## config.mk

```make
export PLATFORM = sky130hd
export DESIGN_NAME = cbmu_bit_unit
export DESIGN_NICKNAME = d
export VERILOG_FILES = /design/src/design/cbmu_bit_unit.v
export VERILOG_INCLUDE_DIRS = /design/src /design/src/design
export SDC_FILE = /design/constraint.sdc
export NUM_CORES = 1
export LEC_CHECK = 0
export BUFFER_PORTS_ARGS = -buffer_cell sky130_fd_sc_hd__buf_2
export CAP_MARGIN = 20
export CORE_UTILIZATION = 57
export DETAILED_ROUTE_END_ITERATION = 16
export PLACE_DENSITY_LB_ADDON = 0.25
export SKIP_CTS_REPAIR_TIMING = 1
export SYNTH_ARGS = -nofsm -noshare
export SYNTH_HDL_FRONTEND = slang
export SYNTH_SLANG_ARGS = --single-unit
export TNS_END_PERCENT = 50
```

## constraint.sdc

```tcl
create_clock -name mclk -period 3.7 [get_ports mclk]
set_clock_uncertainty 0.2 [all_clocks]
set_input_delay 1.11 -clock mclk [delete_from_list [all_inputs] [get_ports mclk]]
set_output_delay 1.11 -clock mclk [all_outputs]
set_load 0.02 [all_outputs]
```

## src/design/cbmu_regs.vh

```
// operation codes and flag reset values for the bit manipulation unit
// assumes inclusion by the single design file; definitions only
`ifndef CBMU_REGS_VH
`define CBMU_REGS_VH
// operation codes on op_code
`define CBMU_OP_SET_BIT 4'h0
`define CBMU_OP_CLEAR_BIT 4'h1
`define CBMU_OP_INVERT_BIT 4'h2
`define CBMU_OP_TEST_BIT 4'h3
`define CBMU_OP_AND_CARRY 4'h4
`define CBMU_OP_AND_CARRY_INVERTED 4'h5
`define CBMU_OP_OR_CARRY 4'h6
`define CBMU_OP_OR_CARRY_INVERTED 4'h7
`define CBMU_OP_XOR_CARRY 4'h8
`define CBMU_OP_XOR_CARRY_INVERTED 4'h9
`define CBMU_OP_LOAD_TO_CARRY 4'hA
`define CBMU_OP_LOAD_INVERTED_TO_CARRY 4'hB
`define CBMU_OP_STORE_CARRY 4'hC
`define CBMU_OP_STORE_INVERTED_CARRY 4'hD
// reset values
`define CBMU_CARRY_RST 1'h0
`define CBMU_ZERO_RST 1'h0
`endif

```

## src/design/cbmu_bit_unit.v

```verilog
// bit manipulation execution unit: set/clear/invert/test/carry ops on a byte
// assumes a sequencer gives one-cycle op_start and a byte bus answering rdy
// What this block does
// RQ1: bit number from immediate or register low three
// RQ2: set forces selected bit to one
// RQ3: clear forces selected bit to zero
// RQ4: invert complements selected bit
// RQ5: test loads zero flag with inverted bit
// RQ6: and replaces carry with carry and bit
// RQ7: inverted and uses complement of bit
// RQ8: or replaces carry with carry or bit
// RQ9: inverted or uses complement of bit
// RQ10: xor replaces carry with carry xor bit
// RQ11: inverted xor uses complement of bit
// RQ12: inverted variants take immediate bit number only
// RQ13: load copies bit into carry
// RQ14: inverted load copies complement into carry
// RQ15: store writes carry into selected bit
// RQ16: inverted store writes complemented carry into bit
// RQ17: modifying ops are whole byte read-modify-write
// RQ18: read, alter one bit, write same address
// RQ19: write-only register reads back all ones, modified
// RQ20: test, combine, load ops never write back
`timescale 1ns/100ps
`include "cbmu_regs.vh"
module cbmu_bit_unit #(
  parameter ADDR_W = 16
) (
  // clock and reset
  input wire mclk,
  input wire rst_n,
  // operation request
  input wire op_start,
  input wire [3:0] op_code,
  input wire op_use_reg_bitno,
  input wire [2:0] op_imm_bitno,
  input wire [7:0] op_reg_bitno,
  input wire op_mem,
  input wire [ADDR_W-1:0] op_addr,
  input wire [7:0] op_reg_data,
  output wire op_busy,
  output reg op_done,
  // register file write back
  output reg reg_we,
  output reg [7:0] reg_wdata,
  // byte memory bus
  output reg bus_rd,
  output reg bus_wr,
  output reg [ADDR_W-1:0] bus_addr,
  output reg [7:0] bus_wdata,
  input wire [7:0] bus_rdata,
  input wire bus_rdy,
  // condition flags
  output reg carry_flag,
  output reg zero_flag
);
  localparam ST_IDLE = 2'h0;
  localparam ST_READ = 2'h1;
  localparam ST_WRITE = 2'h2;

  reg [1:0] state_r;
  reg [3:0] code_r;
  reg [2:0] bitno_r;
  reg [7:0] mask;
  reg [2:0] sel_bitno;
  reg is_inverted;
  reg is_modify;
  reg [7:0] mod_byte;
  reg [7:0] operand;
  reg bit_val;

  // inverted variants ignore the register source even if requested
  always @* begin
    is_inverted = (op_code == `CBMU_OP_AND_CARRY_INVERTED) ||
      (op_code == `CBMU_OP_OR_CARRY_INVERTED) ||
      (op_code == `CBMU_OP_XOR_CARRY_INVERTED) ||
      (op_code == `CBMU_OP_LOAD_INVERTED_TO_CARRY) ||
      (op_code == `CBMU_OP_STORE_INVERTED_CARRY);
    if (op_use_reg_bitno && !is_inverted) begin
      sel_bitno = op_reg_bitno[2:0]; // [RQ1]
    end else begin
      sel_bitno = op_imm_bitno; // [RQ1] [RQ12]
    end
  end

  // which codes rewrite the byte
  function modifies;
    input [3:0] c;
    begin
      modifies = (c == `CBMU_OP_SET_BIT) || (c == `CBMU_OP_CLEAR_BIT) ||
        (c == `CBMU_OP_INVERT_BIT) || (c == `CBMU_OP_STORE_CARRY) ||
        (c == `CBMU_OP_STORE_INVERTED_CARRY);
    end
  endfunction

  // the operand: latched register byte path or memory read data
  always @* begin
    mask = 8'h01 << bitno_r;
    is_modify = modifies(code_r);
    bit_val = |(operand & mask);
    case (code_r)
      `CBMU_OP_SET_BIT: mod_byte = operand | mask; // [RQ2]
      `CBMU_OP_CLEAR_BIT: mod_byte = operand & ~mask; // [RQ3]
      `CBMU_OP_INVERT_BIT: mod_byte = operand ^ mask; // [RQ4]
      `CBMU_OP_STORE_CARRY: begin
        mod_byte = carry_flag ? (operand | mask) : (operand & ~mask); // [RQ15]
      end
      `CBMU_OP_STORE_INVERTED_CARRY: begin
        mod_byte = carry_flag ? (operand & ~mask) : (operand | mask); // [RQ16]
      end
      default: mod_byte = operand;
    endcase
  end

  reg [7:0] reg_operand_r;
  reg mem_r;

  // memory data is whatever the bus returns; a write-only register
  // answering all ones is modified as all ones, not its true content
  always @* begin
    operand = mem_r ? bus_rdata : reg_operand_r; // [RQ19]
  end

  assign op_busy = (state_r != ST_IDLE);

  // sequencer: idle, read, write; a register operand takes one read cycle
  always @(posedge mclk or negedge rst_n) begin
    if (!rst_n) begin
      state_r <= ST_IDLE;
      code_r <= 4'h0;
      bitno_r <= 3'h0;
      reg_operand_r <= 8'h00;
      mem_r <= 1'b0;
      op_done <= 1'b0;
      reg_we <= 1'b0;
      reg_wdata <= 8'h00;
      bus_rd <= 1'b0;
      bus_wr <= 1'b0;
      bus_addr <= {ADDR_W{1'b0}};
      bus_wdata <= 8'h00;
      carry_flag <= `CBMU_CARRY_RST;
      zero_flag <= `CBMU_ZERO_RST;
    end else begin
      op_done <= 1'b0;
      reg_we <= 1'b0;
      case (state_r)
        ST_IDLE: begin
          if (op_start) begin
            code_r <= op_code;
            bitno_r <= sel_bitno;
            reg_operand_r <= op_reg_data;
            mem_r <= op_mem;
            bus_addr <= op_addr;
            bus_rd <= op_mem; // [RQ18] step one: read the byte
            state_r <= ST_READ;
          end
        end
        ST_READ: begin
          if (!mem_r || bus_rdy) begin
            bus_rd <= 1'b0;
            case (code_r)
              `CBMU_OP_TEST_BIT: zero_flag <= ~bit_val; // [RQ5]
              `CBMU_OP_AND_CARRY: carry_flag <= carry_flag & bit_val; // [RQ6]
              `CBMU_OP_AND_CARRY_INVERTED: carry_flag <= carry_flag & ~bit_val; // [RQ7]
              `CBMU_OP_OR_CARRY: carry_flag <= carry_flag | bit_val; // [RQ8]
              `CBMU_OP_OR_CARRY_INVERTED: carry_flag <= carry_flag | ~bit_val; // [RQ9]
              `CBMU_OP_XOR_CARRY: carry_flag <= carry_flag ^ bit_val; // [RQ10]
              `CBMU_OP_XOR_CARRY_INVERTED: carry_flag <= carry_flag ^ ~bit_val; // [RQ11]
              `CBMU_OP_LOAD_TO_CARRY: carry_flag <= bit_val; // [RQ13]
              `CBMU_OP_LOAD_INVERTED_TO_CARRY: carry_flag <= ~bit_val; // [RQ14]
              default: carry_flag <= carry_flag;
            endcase
            if (is_modify && mem_r) begin
              // whole byte goes back to the address just read
              bus_wr <= 1'b1; // [RQ17] [RQ18]
              bus_wdata <= mod_byte;
              state_r <= ST_WRITE;
            end else if (is_modify) begin
              reg_we <= 1'b1; // [RQ17]
              reg_wdata <= mod_byte;
              op_done <= 1'b1;
              state_r <= ST_IDLE;
            end else begin
              op_done <= 1'b1; // [RQ20] no write issued
              state_r <= ST_IDLE;
            end
          end
        end
        ST_WRITE: begin
          if (bus_rdy) begin
            bus_wr <= 1'b0; // [RQ18] step three done
            op_done <= 1'b1;
            state_r <= ST_IDLE;
          end
        end
        default: begin
          state_r <= ST_IDLE;
          bus_rd <= 1'b0;
          bus_wr <= 1'b0;
        end
      endcase
    end
  end
endmodule

```

# After elaboration in Yosys (flattened, before gate mapping)
# Cells that the tools add are included.
[word_totals] in_bits=53 register_bits=56 out_inout_bits=39 wordCells=106
[op_classes] mux=26 bitwise_logic=15 reduce_logical=26 shifts=1 eq_ne=24
[op_table] cell="one-hot mux 8 bit (5 select lines)" n=1
[op_table] cell="== test 4 bit (second input constant)" n=9
[op_table] cell="== test 4 x 3 -> 1 bit (second input constant)" n=6
[op_table] cell="2-to-1 mux 8 bit" n=3
[op_table] cell="AND 8 bit" n=2
[op_table] cell="AND reduction 3 bit" n=5
[op_table] cell="2-to-1 mux 1 bit" n=12
[op_table] cell="logical OR 1 bit" n=9
[op_table] cell="== test 4 x 2 -> 1 bit (second input constant)" n=2
[op_table] cell="2-to-1 mux 2 bit" n=4
[op_table] cell="inequality test 2 bit (second input constant)" n=4
[op_table] cell="NOT 8 bit" n=1
[op_table] cell="OR 8 bit" n=1
[op_table] cell="one-hot mux 1 bit (8 select lines)" n=1
[op_table] cell="AND reduction 4 bit" n=2
[op_table] cell="nonzero test 8 bit" n=1
[op_table] cell="OR reduction 8 bit" n=1
[op_table] cell="<< shifter 1 x 3 -> 8 bit (first input constant)" n=1
[op_table] cell="XOR 8 bit" n=1
[op_table] cell="one-hot mux 1 bit (3 select lines)" n=2
[op_table] cell="one-hot mux 2 bit (3 select lines)" n=1
[op_table] cell="== test 4 x 1 -> 1 bit (second input constant)" n=1
[op_table] cell="zero test 4 bit" n=1
[op_table] cell="NOT 1 bit" n=4
[op_table] cell="other kinds (12)" n=17

# Depth between registers and ports, before layout
# Gate-level depths: netlist of run 1.
[logic_depth] ltp_word=9 depth_mapped=10 depth_no_buf=9

# Worst setup path before layout of run 1
# Ideal clock, no wire load.
[synth_timing] kind="input -> register" from="input bus_rdata[5]" to="register carry_flag" n_path_buf=0 required_time_ps=3401 setup_time_ps=99 t_arrival_ps=2512 path_slack_ps=889 path_stages=7 path_cell_list="mux2_2 > ha_1 > nor4_1 > nand2_1 > xor2_1 > o32ai_1 > a311oi_1"
[synth_between] elab_chain_cells=6 word_cells_on_any_way=11 classes_between="2 x mux; 8 x bitwise; 1 x reduce/logical"
[synth_rtl] element="start, declared" line="cbmu_bit_unit.v:51" rtl="input wire [7:0] bus_rdata,"
[synth_rtl] element="2-to-1 mux 8 bit (*)" line="cbmu_bit_unit.v:121" rtl="operand = mem_r ? bus_rdata : reg_operand_r;"
[synth_rtl] element="AND 8 bit (*)" line="cbmu_bit_unit.v:100" rtl="bit_val = |(operand & mask);"
[synth_rtl] element="OR reduction 8 bit (*)" line="cbmu_bit_unit.v:100"
[synth_rtl] element="NOT 1 bit"
[synth_rtl] element="XOR 1 bit (tied with other cells)" line="cbmu_bit_unit.v:168" rtl="`CBMU_OP_XOR_CARRY_INVERTED: carry_flag <= carry_flag ^ ~bit_val;"
[synth_rtl] element="one-hot mux 1 bit (8 select lines) (*)" line="cbmu_bit_unit.v:161" rtl="case (code_r)"
[synth_rtl] element="end signal, assigned" line="cbmu_bit_unit.v:164" rtl="`CBMU_OP_AND_CARRY_INVERTED: carry_flag <= carry_flag & ~bit_val;"
[synth_rtl] element="end signal, assigned" line="cbmu_bit_unit.v:166" rtl="`CBMU_OP_OR_CARRY_INVERTED: carry_flag <= carry_flag | ~bit_val;"
[synth_rtl] element="end signal, assigned" line="cbmu_bit_unit.v:168"
[synth_rtl] element="end, declared" line="cbmu_bit_unit.v:54" rtl="output reg carry_flag,"
# Mark *: on every way between the ends. The rest lies on a longest branch, timed or not.
# A chain may end at the register's enable or synchronous reset.

# Final worst setup path of run 1
[layout_timing] from="register mem_r" to="register carry_flag"
[layout_between] elab_chain_cells=6 word_cells_on_any_way=14 classes_between="2 x mux; 8 x bitwise; 4 x reduce/logical"
[layout_rtl] element="start, declared" line="cbmu_bit_unit.v:116" rtl="reg mem_r;"
[layout_rtl] element="start signal, assigned" line="cbmu_bit_unit.v:152" rtl="mem_r <= op_mem;"
[layout_rtl] element="2-to-1 mux 8 bit" line="cbmu_bit_unit.v:121"
[layout_rtl] element="AND 8 bit" line="cbmu_bit_unit.v:100"
[layout_rtl] element="OR reduction 8 bit" line="cbmu_bit_unit.v:100"
[layout_rtl] element="NOT 1 bit"
[layout_rtl] element="XOR 1 bit (tied with other cells)" line="cbmu_bit_unit.v:168"
[layout_rtl] element="one-hot mux 1 bit (8 select lines)" line="cbmu_bit_unit.v:161"
# Several ways; a longest one is shown, not always the timed one.

==> reports/metrics.csv, run 1 <==
stage,metric,value,unit
cts,CTS Buffer Depth,2,
final_layout,Inserted Diodes,0,
floorplan,# rows,27,
synthesis,Seq cells post-synth,56,
timing,crit share post-route,0.8263,
synthesis,post-synth top area cell,dfrtp_1,
synthesis,post-synth cell types,44,
timing,Worst-Margin Slew,0.9650,ns
critical_path,R2R setup slack,0.64,ns
synthesis,sequential share of the synthesized area,0.4257,
critical_path,reg2reg end,carry_flag$_DFFE_PN0P_,
placed_design,Port Buf Inserts,86,
synthesis,most instantiated library cell after synthesis,dfrtp_1,
synthesis,Async SR Flop Fraction,1.000,
routing,iteration count of the initial detailed-routing pass,4,
floorplan,Die Y-Extent,78.00,um
final_layout,Layout area overhead,17.18,%
cts,clock root buffer,clkbuf_8,
placed_design,gpl congestion,0.8193,
critical_path,"Max FO, Critical Path",15,
global_routing,GRT Total Usage,0.2304,
cts,Clock Latency Late Sink,0.31,ns
global_routing,largest net degree at the start of global routing,44,
global_routing,grt ovf,0,
critical_path,Worst Path Required,3.72,ns
synthesis,Synth Flop Type,dfrtp_1,
worst_hold_path,min-delay src,bus_addr[2]$_DFFE_PN0P_,
critical_path,Crit. End Element,register,
synthesis,syn_area_per_cell,11.16,sq um
critical_path,Worst Path Arrival,3.08,ns
critical_path,CP Launch Point,mem_r$_DFFE_PN0P_,
timing,setup violators final,0,
routing,WL/cell,14.62,um
timing,Final Hold Vio Count,0,
routing,via/cell ratio,5.388,
pwr,maximum VDD drop,0.0004651,V
timing,worst setup margin,0.6426,ns
cts,TritonCTS buffer count,5,
synthesis,top post-synthesis cells by count,"dfrtp_1 (56), mux2_2 (48), ha_1 (27), inv_1 (27), o21ai_0 (16)",
cts,"CTS clk-pin slew, worst paths",0.10,ns
cts,TritonCTS clock tree,done,
final_layout,# nets final,456,
synthesis,Gate Count Post-Synth,295,
cts,CTS Sinks,56,
floorplan,core area,5540,sq um
floorplan,IO Pins,92,
timing,Period minus WS final,3.057,ns
timing,f_max,0.3271,GHz
routing,DRC violations left,0,
placed_design,"Cell Area, Placed",3742,sq um
global_routing,initial antenna violation count,0,
routing,Final ANT Viol Nets,0,
final_layout,finished layout cell area,3857,sq um
worst_hold_path,WHS Endpoint,bus_addr[2]$_DFFE_PN0P_,
critical_path,Reg2Reg Depth,8,
routing,DRT iter0 DRCs,136,
placed_design,pre-CTS WS,0.4363,ns
floorplan,Die W,78.00,um
timing,setup TNS,0,ns
critical_path,Critical R2R Launch,mem_r$_DFFE_PN0P_,
synthesis,netlist area before placement,3292,sq um
final_layout,share of post-route cells with drive strength above 1,0.4191,
timing,"Slew Viols, Final",0,
routing,final wirelength,6.564,mm
run,max cap viols,0,
timing,max_slew headroom,0.3566,
synthesis,Yosys warnings,0,
synthesis,Post-synth EDFFs,0,
floorplan,Initial Utilization,0.5942,
global_routing,vias in the first global route,2454,
synthesis,Yosys top cell area share,0.4257,
cts,H-tree depth,2,
worst_hold_path,worst min-delay path class,reg2reg,
synthesis,Syn Nets,375,
synthesis,synth top area cells,"dfrtp_1 (43%), mux2_2 (16%), ha_1 (10%)",
worst_hold_path,hold path cells,1,
critical_path,critical path class,reg2reg,
run_status,outcome,"finished, final reports clean",
critical_path,crit start category,register,
global_routing,first-pass GRT wire length,10.93,mm
floorplan,Die ar.,6083,sq um
placed_design,DP Wirelength,4.837,mm
timing,RSZ-0062 raised after global routing,no,
routing,vias post-DR,2419,
pwr,Leak Pwr,0.001929,uW
pwr,pwr/cell area,916.2,nW/um^2
[state kept, by name (all words and copies together), names as in the netlist, 2 cells and up]
signal / count
bitno_r: 3
bus_addr: 16
bus_wdata: 8
code_r: 4
reg_operand_r: 8
reg_wdata: 8
state_r: 2
[worst max path at each step]
stage	to	slack [ns]	depth (start not counted)
finish	carry_flag$_DFFE_PN0P_	0.64	8
global route	carry_flag$_DFFE_PN0P_	0.43	8
CTS	carry_flag$_DFFE_PN0P_	0.62	8
detailed placement	carry_flag$_DFFE_PN0P_	0.44	9
global placement	carry_flag$_DFFE_PN0P_	0.52	9
floorplan	carry_flag$_DFFE_PN0P_	0.89	7
[report_power, final]
group	leakage, uW	internal [uW]	switching [uW]
sequential	0.000680	904	272
combinational	0.00120	857	1100
clock	0.0000548	204	201
[cell families after synthesis]
kind of cell / share of synthesized area
simple gates: 0.1102
mux: 0.1984
flops: 0.4257
compound gates: 0.09616
buf+inv: 0.05663
fa+ha+maj: 0.1026
xor+xnor: 0.01026
[cell usage in the layout, fill, tap and decap left out, drive strengths merged]
master    count
a211oi        4
a21oi        13
a221oi        4
a222oi        1
a311oi        1
a31oi         4
and2          5
and3          4
and3b         2
buf          88
bufinv        1
clkbuf        5
clkinvlp      1
dfrtp        56
ha           27
inv          28
mux2         48
mux2i        10
nand2        16
nand3         5
nand3b        2
nand4         4
nor2         10
nor3          2
nor3b         5
nor4          2
o21a          1
o21ai        16
o2bb2ai       1
o32a          3
o32ai         1
or2           2
or3           2
xnor2         2
xor2          1
[stage by stage]
stage | util | hold WS (ns) | power, uW | cells
floorplan | - | 0.2754 | 2659 | 295
global placement | 0.6755 | 0.2813 | 3064 | 441
detailed placement | 0.6755 | 0.2873 | 3146 | 441
CTS | 0.6963 | 0.3117 | 3561 | 449
global route | 0.6963 | 0.3217 | 3812 | 449
finish | 0.6963 | 0.3077 | 3534 | 449
[layout make-up]
type | instances | area, sq um
clock buffer | 5 | 68.82
clock inverter | 3 | 46.29
fill | 446 | 1683
inverter | 27 | 101.3
multi-input combinational | 198 | 1704
sequential | 56 | 1401
tap | 72 | 90.09
timing repair buffer | 88 | 445.4
[per-layer routing]
metal	vias to the layer above	share of wire	track usage
met2	70	0.49	0.4035
met3	5	0.053	0.05176
met4	0	0.0099	0.08148
met5	-	0	0
met1	1149	0.45	0.2777
li1	1195	-	-
[worst max-delay path: stages, from the launching register on]
cell and delay, ns:
dfrtp_1 0.87, mux2i_1 0.40, inv_1 0.11, ha_1 0.20, nor4_1 0.31, nand2_1 0.14, xor2_1 0.30, o32ai_1 0.17
a311oi_1 0.26
No activity file was read; power rests on OpenSTA's default activity.
==> run 2: changes to the inputs <==
--- a/config.mk
+++ b/config.mk
@@ -8,7 +8,7 @@
 export LEC_CHECK = 0
 export BUFFER_PORTS_ARGS = -buffer_cell sky130_fd_sc_hd__buf_2
 export CAP_MARGIN = 20
-export CORE_UTILIZATION = 57
+export CORE_UTILIZATION = 53
 export DETAILED_ROUTE_END_ITERATION = 16
 export PLACE_DENSITY_LB_ADDON = 0.25
 export SKIP_CTS_REPAIR_TIMING = 1
==> constraint.sdc (replaced) <==
create_clock -name mclk -period 3 [get_ports mclk]
set_clock_uncertainty 0.2 [all_clocks]
set_input_delay 0.9 -clock mclk [delete_from_list [all_inputs] [get_ports mclk]]
set_output_delay 0.9 -clock mclk [all_outputs]
set_load 0.02 [all_outputs]
==> reports/metrics.csv, run 2 (synthesized netlist as in run 1, its figures left out) <==
stage,metric,value,unit,change
pwr,pwr/cell area,1110,nW/um^2,+21%
placed_design,Port Buf Inserts,86,,unchanged
routing,WL/cell,14.70,um,+0.52%
global_routing,grt ovf,0,,unchanged
placed_design,DP Wirelength,5.093,mm,+5.3%
timing,"Slew Viols, Final",0,,unchanged
critical_path,Worst Path Required,3.02,ns,-0.70 ns
timing,crit share post-route,0.8930,,
final_layout,Final Core Density,0.6517,,-0.04457
placed_design,Inst Count DP,448,,+1.6%
worst_hold_path,worst min-delay path class,reg2reg,,
timing,Worst-Margin Slew,0.5655,ns,-0.3996 ns
routing,Final ANT Viol Nets,0,,unchanged
critical_path,"Max FO, Critical Path",3,,-12
global_routing,GRT Total Usage,0.2193,,-0.01105
timing,Period minus WS final,2.679,ns,
cts,TritonCTS clock tree,done,,
critical_path,crit path max-delay cell type,nor4_1,,
routing,vias post-DR,2507,,+3.6%
critical_path,instance count on the critical path,9,,+1
critical_path,worst-path cell chain,buf_2 -> mux2i_1 -> inv_1 -> ha_1 -> nor4_1 -> nand2_1 -> xor2_1 -> o32ai_1 -> a311oi_1,,
critical_path,Reg2Reg Depth,8,,unchanged
run_status,outcome,"finished, final reports clean",,
final_layout,max reg flops,16,,unchanged
final_layout,share of post-route cells with drive strength above 1,0.4278,,+0.008723
pwr,Overall Power,4309,uW,+22%
cts,clock root buffer,clkbuf_8,,
placed_design,"Cell Area, Placed",3789,sq um,+1.2%
final_layout,most frequent cells in the layout,"buf_2 (86), dfrtp_1 (55), mux2_2 (48), inv_1 (27), ha_1 (27)",,
final_layout,Layout Cells excl Fill,456,,+1.6%
final_layout,Inserted Diodes,0,,unchanged
floorplan,Initial Utilization,0.5527,,-0.04144
final_layout,Layout area overhead,17.90,%,
critical_path,Worst Path Arrival,2.70,ns,-0.38 ns
global_routing,largest net degree at the start of global routing,36,,-18%
pwr,maximum VDD drop,0.0007849,V,+69%
final_layout,finished layout cell area,3881,sq um,+0.62%
global_routing,first-pass GRT wire length,10.98,mm,+0.44%
critical_path,CP top delay family,simple AND/OR/NAND/NOR gates,,
pwr,Leak Pwr,0.001946,uW,+0.85%
placed_design,gpl congestion,0.8521,,+4.0%
timing,f_max,0.3733,GHz,
floorplan,Die ar.,6530,sq um,+7.3%
worst_hold_path,hold path cells,2,,+1
routing,DRT iter0 DRCs,131,,-3.7%
timing,RSZ-0062 raised after global routing,no,,
cts,H-tree depth,2,,unchanged
critical_path,max incr delay on CP,0.30,ns,-0.57 ns
cts,TritonCTS buffer count,5,,unchanged
routing,via/cell ratio,5.498,,+2.0%
timing,max_slew headroom,0.6216,,+0.2650
routing,final wirelength,6.701,mm,+2.1%
floorplan,IO Pins,92,,unchanged
critical_path,Crit path buffers/inverters,2,,+1
routing,DRC violations left,0,,unchanged
cts,Clock Latency Late Sink,0.31,ns,about the same
floorplan,Die Y-Extent,80.81,um,+3.6%
final_layout,"most common cell after layout, fill and taps aside",buf_2,,
critical_path,crit start category,input pin,,
timing,setup TNS,0,ns,unchanged
critical_path,Crit. End Element,register,,
run,max cap viols,0,,unchanged
final_layout,Largest Register,bus_addr,,
floorplan,# rows,28,,+3.7%
timing,Final Hold Vio Count,0,,unchanged
floorplan,Die W,80.81,um,+3.6%
global_routing,vias in the first global route,2365,,-3.6%
critical_path,critical path class,in2reg,,
floorplan,core area,5956,sq um,+7.5%
final_layout,# nets final,460,,+0.88%
cts,"CTS clk-pin slew, worst paths",0.10,ns,about the same
cts,CTS Buffer Depth,2,,unchanged
global_routing,initial antenna violation count,0,,unchanged
routing,iteration count of the initial detailed-routing pass,4,,unchanged
cts,CTS Sinks,56,,unchanged
timing,setup violators final,0,,unchanged
-- run 2: cell count changes in the layout (fill, tap and decap cells not counted), sizes merged --
cell | before | now
buf | 88 | 92
clkinv | 0 | 2
bufinv | 1 | 0
clkinvlp | 1 | 0
-- run 2: power by group --
part           switching [uW]  internal [uW]
Sequential                319           1120
Clock                     253            168
Combinational            1370           1080
Total                    1950           2360
-- run 2: worst reg2reg max path, cell delays in order, from the launching register on --
cell and delay [ns]:
dfrtp_2 0.55, mux2i_1 0.35, inv_1 0.11, ha_1 0.22, nor4_1 0.30, nand2_1 0.14, xor2_1 0.28, o32ai_1 0.15
a311oi_1 0.25
-- run 2: path summary, 6_finish.rpt --
check	end	slack (ns)	from
hold reg to reg	zero_flag$_DFFE_PN0P_	0.29	zero_flag$_DFFE_PN0P_
hold / removal	zero_flag$_DFFE_PN0P_	0.29	zero_flag$_DFFE_PN0P_
min in group asynchronous	reg_wdata[3]$_DFFE_PN0P_	0.30	rst_n
max in group asynchronous	bitno_r[2]$_DFFE_PN0P_	1.79	rst_n
setup / recovery	carry_flag$_DFFE_PN0P_	0.32	bus_rdata[4]
setup reg to reg	carry_flag$_DFFE_PN0P_	0.37	mem_r$_DFFE_PN0P_
-- run 2: stage by stage --
stage | setup WS, ns | hold WS, ns
floorplan | 0.3988 | 0.2754
global placement | 0.07489 | 0.2610
detailed placement | -0.008310 | 0.2782
CTS | 0.1954 | 0.2935
global route | 0.04088 | 0.3102
finish | 0.3209 | 0.2921
-- run 2: per-layer routing --
layer / share of wire / vias to the layer above / GRT usage
met4: 0.0098 / 0 / 0.06429
met2: 0.47 / 75 / 0.3622
met5: 0 / - / 0
li1: - / 1204 / -
met1: 0.45 / 1222 / 0.2855
met3: 0.061 / 6 / 0.05281
-- run 2: final cells by class --
| type | instances | area, sq um |
|---|---|---|
| clock inverters | 3 | 22.52 |
| fillers | 495 | 2074 |
| clock buffers | 5 | 68.82 |
| flip-flops and latches | 56 | 1403 |
| multi-input cells | 198 | 1704 |
| inverters | 27 | 101.3 |
| well taps | 75 | 93.84 |
| repair buffers | 92 | 488.0 |
==> run 3: changes to the inputs <==
--- a/config.mk
+++ b/config.mk
@@ -10,6 +10,7 @@
 export CAP_MARGIN = 20
 export CORE_UTILIZATION = 53
 export DETAILED_ROUTE_END_ITERATION = 16
+export GPL_TIMING_DRIVEN = 0
 export PLACE_DENSITY_LB_ADDON = 0.25
 export SKIP_CTS_REPAIR_TIMING = 1
 export SYNTH_ARGS = -nofsm -noshare
==> reports/metrics.csv, run 3 (synthesized netlist as in run 1, its figures left out) <==
stage,metric,value,unit,change
run_status,outcome,"finished, final reports clean",,
critical_path,Crit. End Element,register,,
timing,worst setup margin,0.2110,ns,-0.1099 ns
placed_design,DP Wirelength,5.419,mm,+6.4%
pwr,sw power,2010,uW,+3.3%
floorplan,IO Pins,92,,unchanged
pwr,Clk pwr share,0.100,,+0.002
timing,crit share post-route,0.9297,,+0.03663
run,max cap viols,0,,unchanged
cts,CTS Sinks,56,,unchanged
routing,Final ANT Viol Nets,0,,unchanged
floorplan,core area,5956,sq um,unchanged
pwr,maximum VDD drop,0.0006942,V,-12%
final_layout,Layout area overhead,19.99,%,
timing,max_slew headroom,0.5567,,-0.06495
floorplan,Initial Utilization,0.5527,,unchanged
pwr,combinational group share of total power,0.608,,+0.039
routing,final wirelength,6.930,mm,+3.4%
timing,f_max,0.3586,GHz,-3.9%
critical_path,Worst Path Arrival,2.83,ns,+0.13 ns
timing,Final Hold Vio Count,0,,unchanged
global_routing,largest net degree at the start of global routing,30,,-17%
final_layout,finished layout cell area,3950,sq um,+1.8%
placed_design,gpl congestion,0.8489,,-0.38%
cts,"CTS clk-pin slew, worst paths",0.11,ns,about the same
final_layout,max reg flops,16,,unchanged
timing,Period minus WS final,2.789,ns,+0.1099 ns
global_routing,GRT Total Usage,0.2295,,+0.01020
pwr,Leak Pwr,0.001974,uW,+1.5%
routing,DRT iter0 DRCs,125,,-4.6%
final_layout,# nets final,469,,+2.0%
global_routing,initial antenna violation count,0,,unchanged
critical_path,critical path class,reg2reg,,
cts,TritonCTS buffer count,5,,unchanged
floorplan,Die W,80.81,um,unchanged
final_layout,most frequent cells in the layout,"buf_2 (90), dfrtp_1 (56), mux2_2 (48), inv_1 (27), ha_1 (27)",,
floorplan,Die Y-Extent,80.81,um,unchanged
cts,CTS Buffer Depth,2,,unchanged
cts,clock root buffer,clkbuf_8,,
routing,iteration count of the initial detailed-routing pass,4,,unchanged
global_routing,GR met1 Demand/Resource,0.3060,,+0.02051
critical_path,"Max FO, Critical Path",10,,+7
floorplan,# rows,28,,unchanged
global_routing,GRT met3 Usage,0.06180,,+0.008989
floorplan,Die ar.,6530,sq um,unchanged
cts,H-tree depth,2,,unchanged
final_layout,Largest Register,bus_addr,,
pwr,sw frac,0.4517,,about the same
pwr,Flop pwr share,0.292,,-0.041
pwr,Overall Power,4450,uW,+3.3%
final_layout,Inserted Diodes,0,,unchanged
final_layout,"most common cell after layout, fill and taps aside",buf_2,,
routing,via/cell ratio,5.419,,-1.4%
placed_design,Port Buf Inserts,86,,unchanged
critical_path,crit start category,register,,
final_layout,share of post-route cells with drive strength above 1,0.4385,,+0.01064
global_routing,vias in the first global route,2364,,-0.042%
global_routing,grt ovf,0,,unchanged
global_routing,layer with the highest usage,met2,,
timing,RSZ-0062 raised after global routing,no,,
routing,WL/cell,14.90,um,+1.4%
cts,TritonCTS clock tree,done,,
cts,Clock Latency Late Sink,0.32,ns,about the same
critical_path,Worst Path Required,3.04,ns,+0.02 ns
worst_hold_path,worst min-delay path class,reg2reg,,
pwr,pwr/cell area,1126,nW/um^2,+1.5%
global_routing,M2 GR Usage,0.3546,,-0.007563
pwr,Int Pwr,2440,uW,+3.2%
global_routing,first-pass GRT wire length,11.25,mm,+2.5%
placed_design,"Cell Area, Placed",3836,sq um,+1.3%
timing,setup violators final,0,,unchanged
timing,Worst-Margin Slew,0.6580,ns,+0.09257 ns
routing,DRC violations left,0,,unchanged
routing,vias post-DR,2520,,+0.52%
timing,setup TNS,0,ns,unchanged
placed_design,pre-CTS WS,-0.04366,ns,-0.03535 ns
timing,"Slew Viols, Final",0,,unchanged
==> run 3: cell count changes in the layout (fill, tap and decap cells not counted), sizes merged <==
cell      delta
buf          +2
clkinvlp     +1
clkinv       -1
clkbuf       +7
==> run 3: routing by layer <==
metal	up-vias	wire [um]	part of all wire
li1	1228	-	-
met1	1208	3185	0.46
met2	72	3161	0.46
met3	12	441	0.064
met4	0	141	0.020
met5	-	0	0
==> run 3: final timing paths <==
check | to | startpoint | cells past startpoint | slack, ns
worst max-delay path | carry_flag$_DFFE_PN0P_ | mem_r$_DFFE_PN0P_ | 10 | 0.21
worst min-delay path | reg_wdata[6]$_DFFE_PN0P_ | reg_wdata[6]$_DFFE_PN0P_ | 1 | 0.31
worst max register to register | carry_flag$_DFFE_PN0P_ | mem_r$_DFFE_PN0P_ | 10 | 0.21
worst min register to register | reg_wdata[6]$_DFFE_PN0P_ | reg_wdata[6]$_DFFE_PN0P_ | 1 | 0.31
max in group asynchronous | bitno_r[2]$_DFFE_PN0P_ | rst_n | 2 | 1.64
min in group asynchronous | zero_flag$_DFFE_PN0P_ | rst_n | 1 | 0.38
==> run 3: layout make-up <==
type | instances | area, sq um
flip-flops and latches | 56 | 1401
clock buffers | 5 | 68.82
plain buffers | 14 | 87.58
well taps | 75 | 93.84
clock inverters | 3 | 27.53
fillers | 502 | 2006
multi-input cells | 198 | 1719
repair buffers | 87 | 450.4
inverters | 27 | 101.3
==> run 3: critical path, cell delays in order, from the launching register on <==
cell and delay (ns):
dfrtp_1 0.35, buf_2 0.20, clkbuf_4 0.28, mux2i_2 0.29, inv_1 0.10, ha_1 0.21
nor4_1 0.30, nand2_1 0.17, xor2_2 0.23, o32ai_1 0.12, a311oi_1 0.25
==> run 3: through the flow <==
stage	util	cells	hold WS (ns)
final	0.6632	465	0.3081
after CTS	0.6603	465	0.3142
after detailed placement	0.6441	457	0.2882
after global placement	0.6408	456	0.2597
after floorplan	-	295	0.2754
after global routing	0.6632	465	0.3215
==> run 3: power groups by stage <==
stage	clock network, uW	registers (uW)	logic [uW]
4_1_cts	458	1300	2690
3_5_place_dp	0	1310	2680
2_1_floorplan	0	1590	1690
5_1_grt	488	1340	2980
6_report	447	1300	2700
3_3_place_gp	0	1290	2600
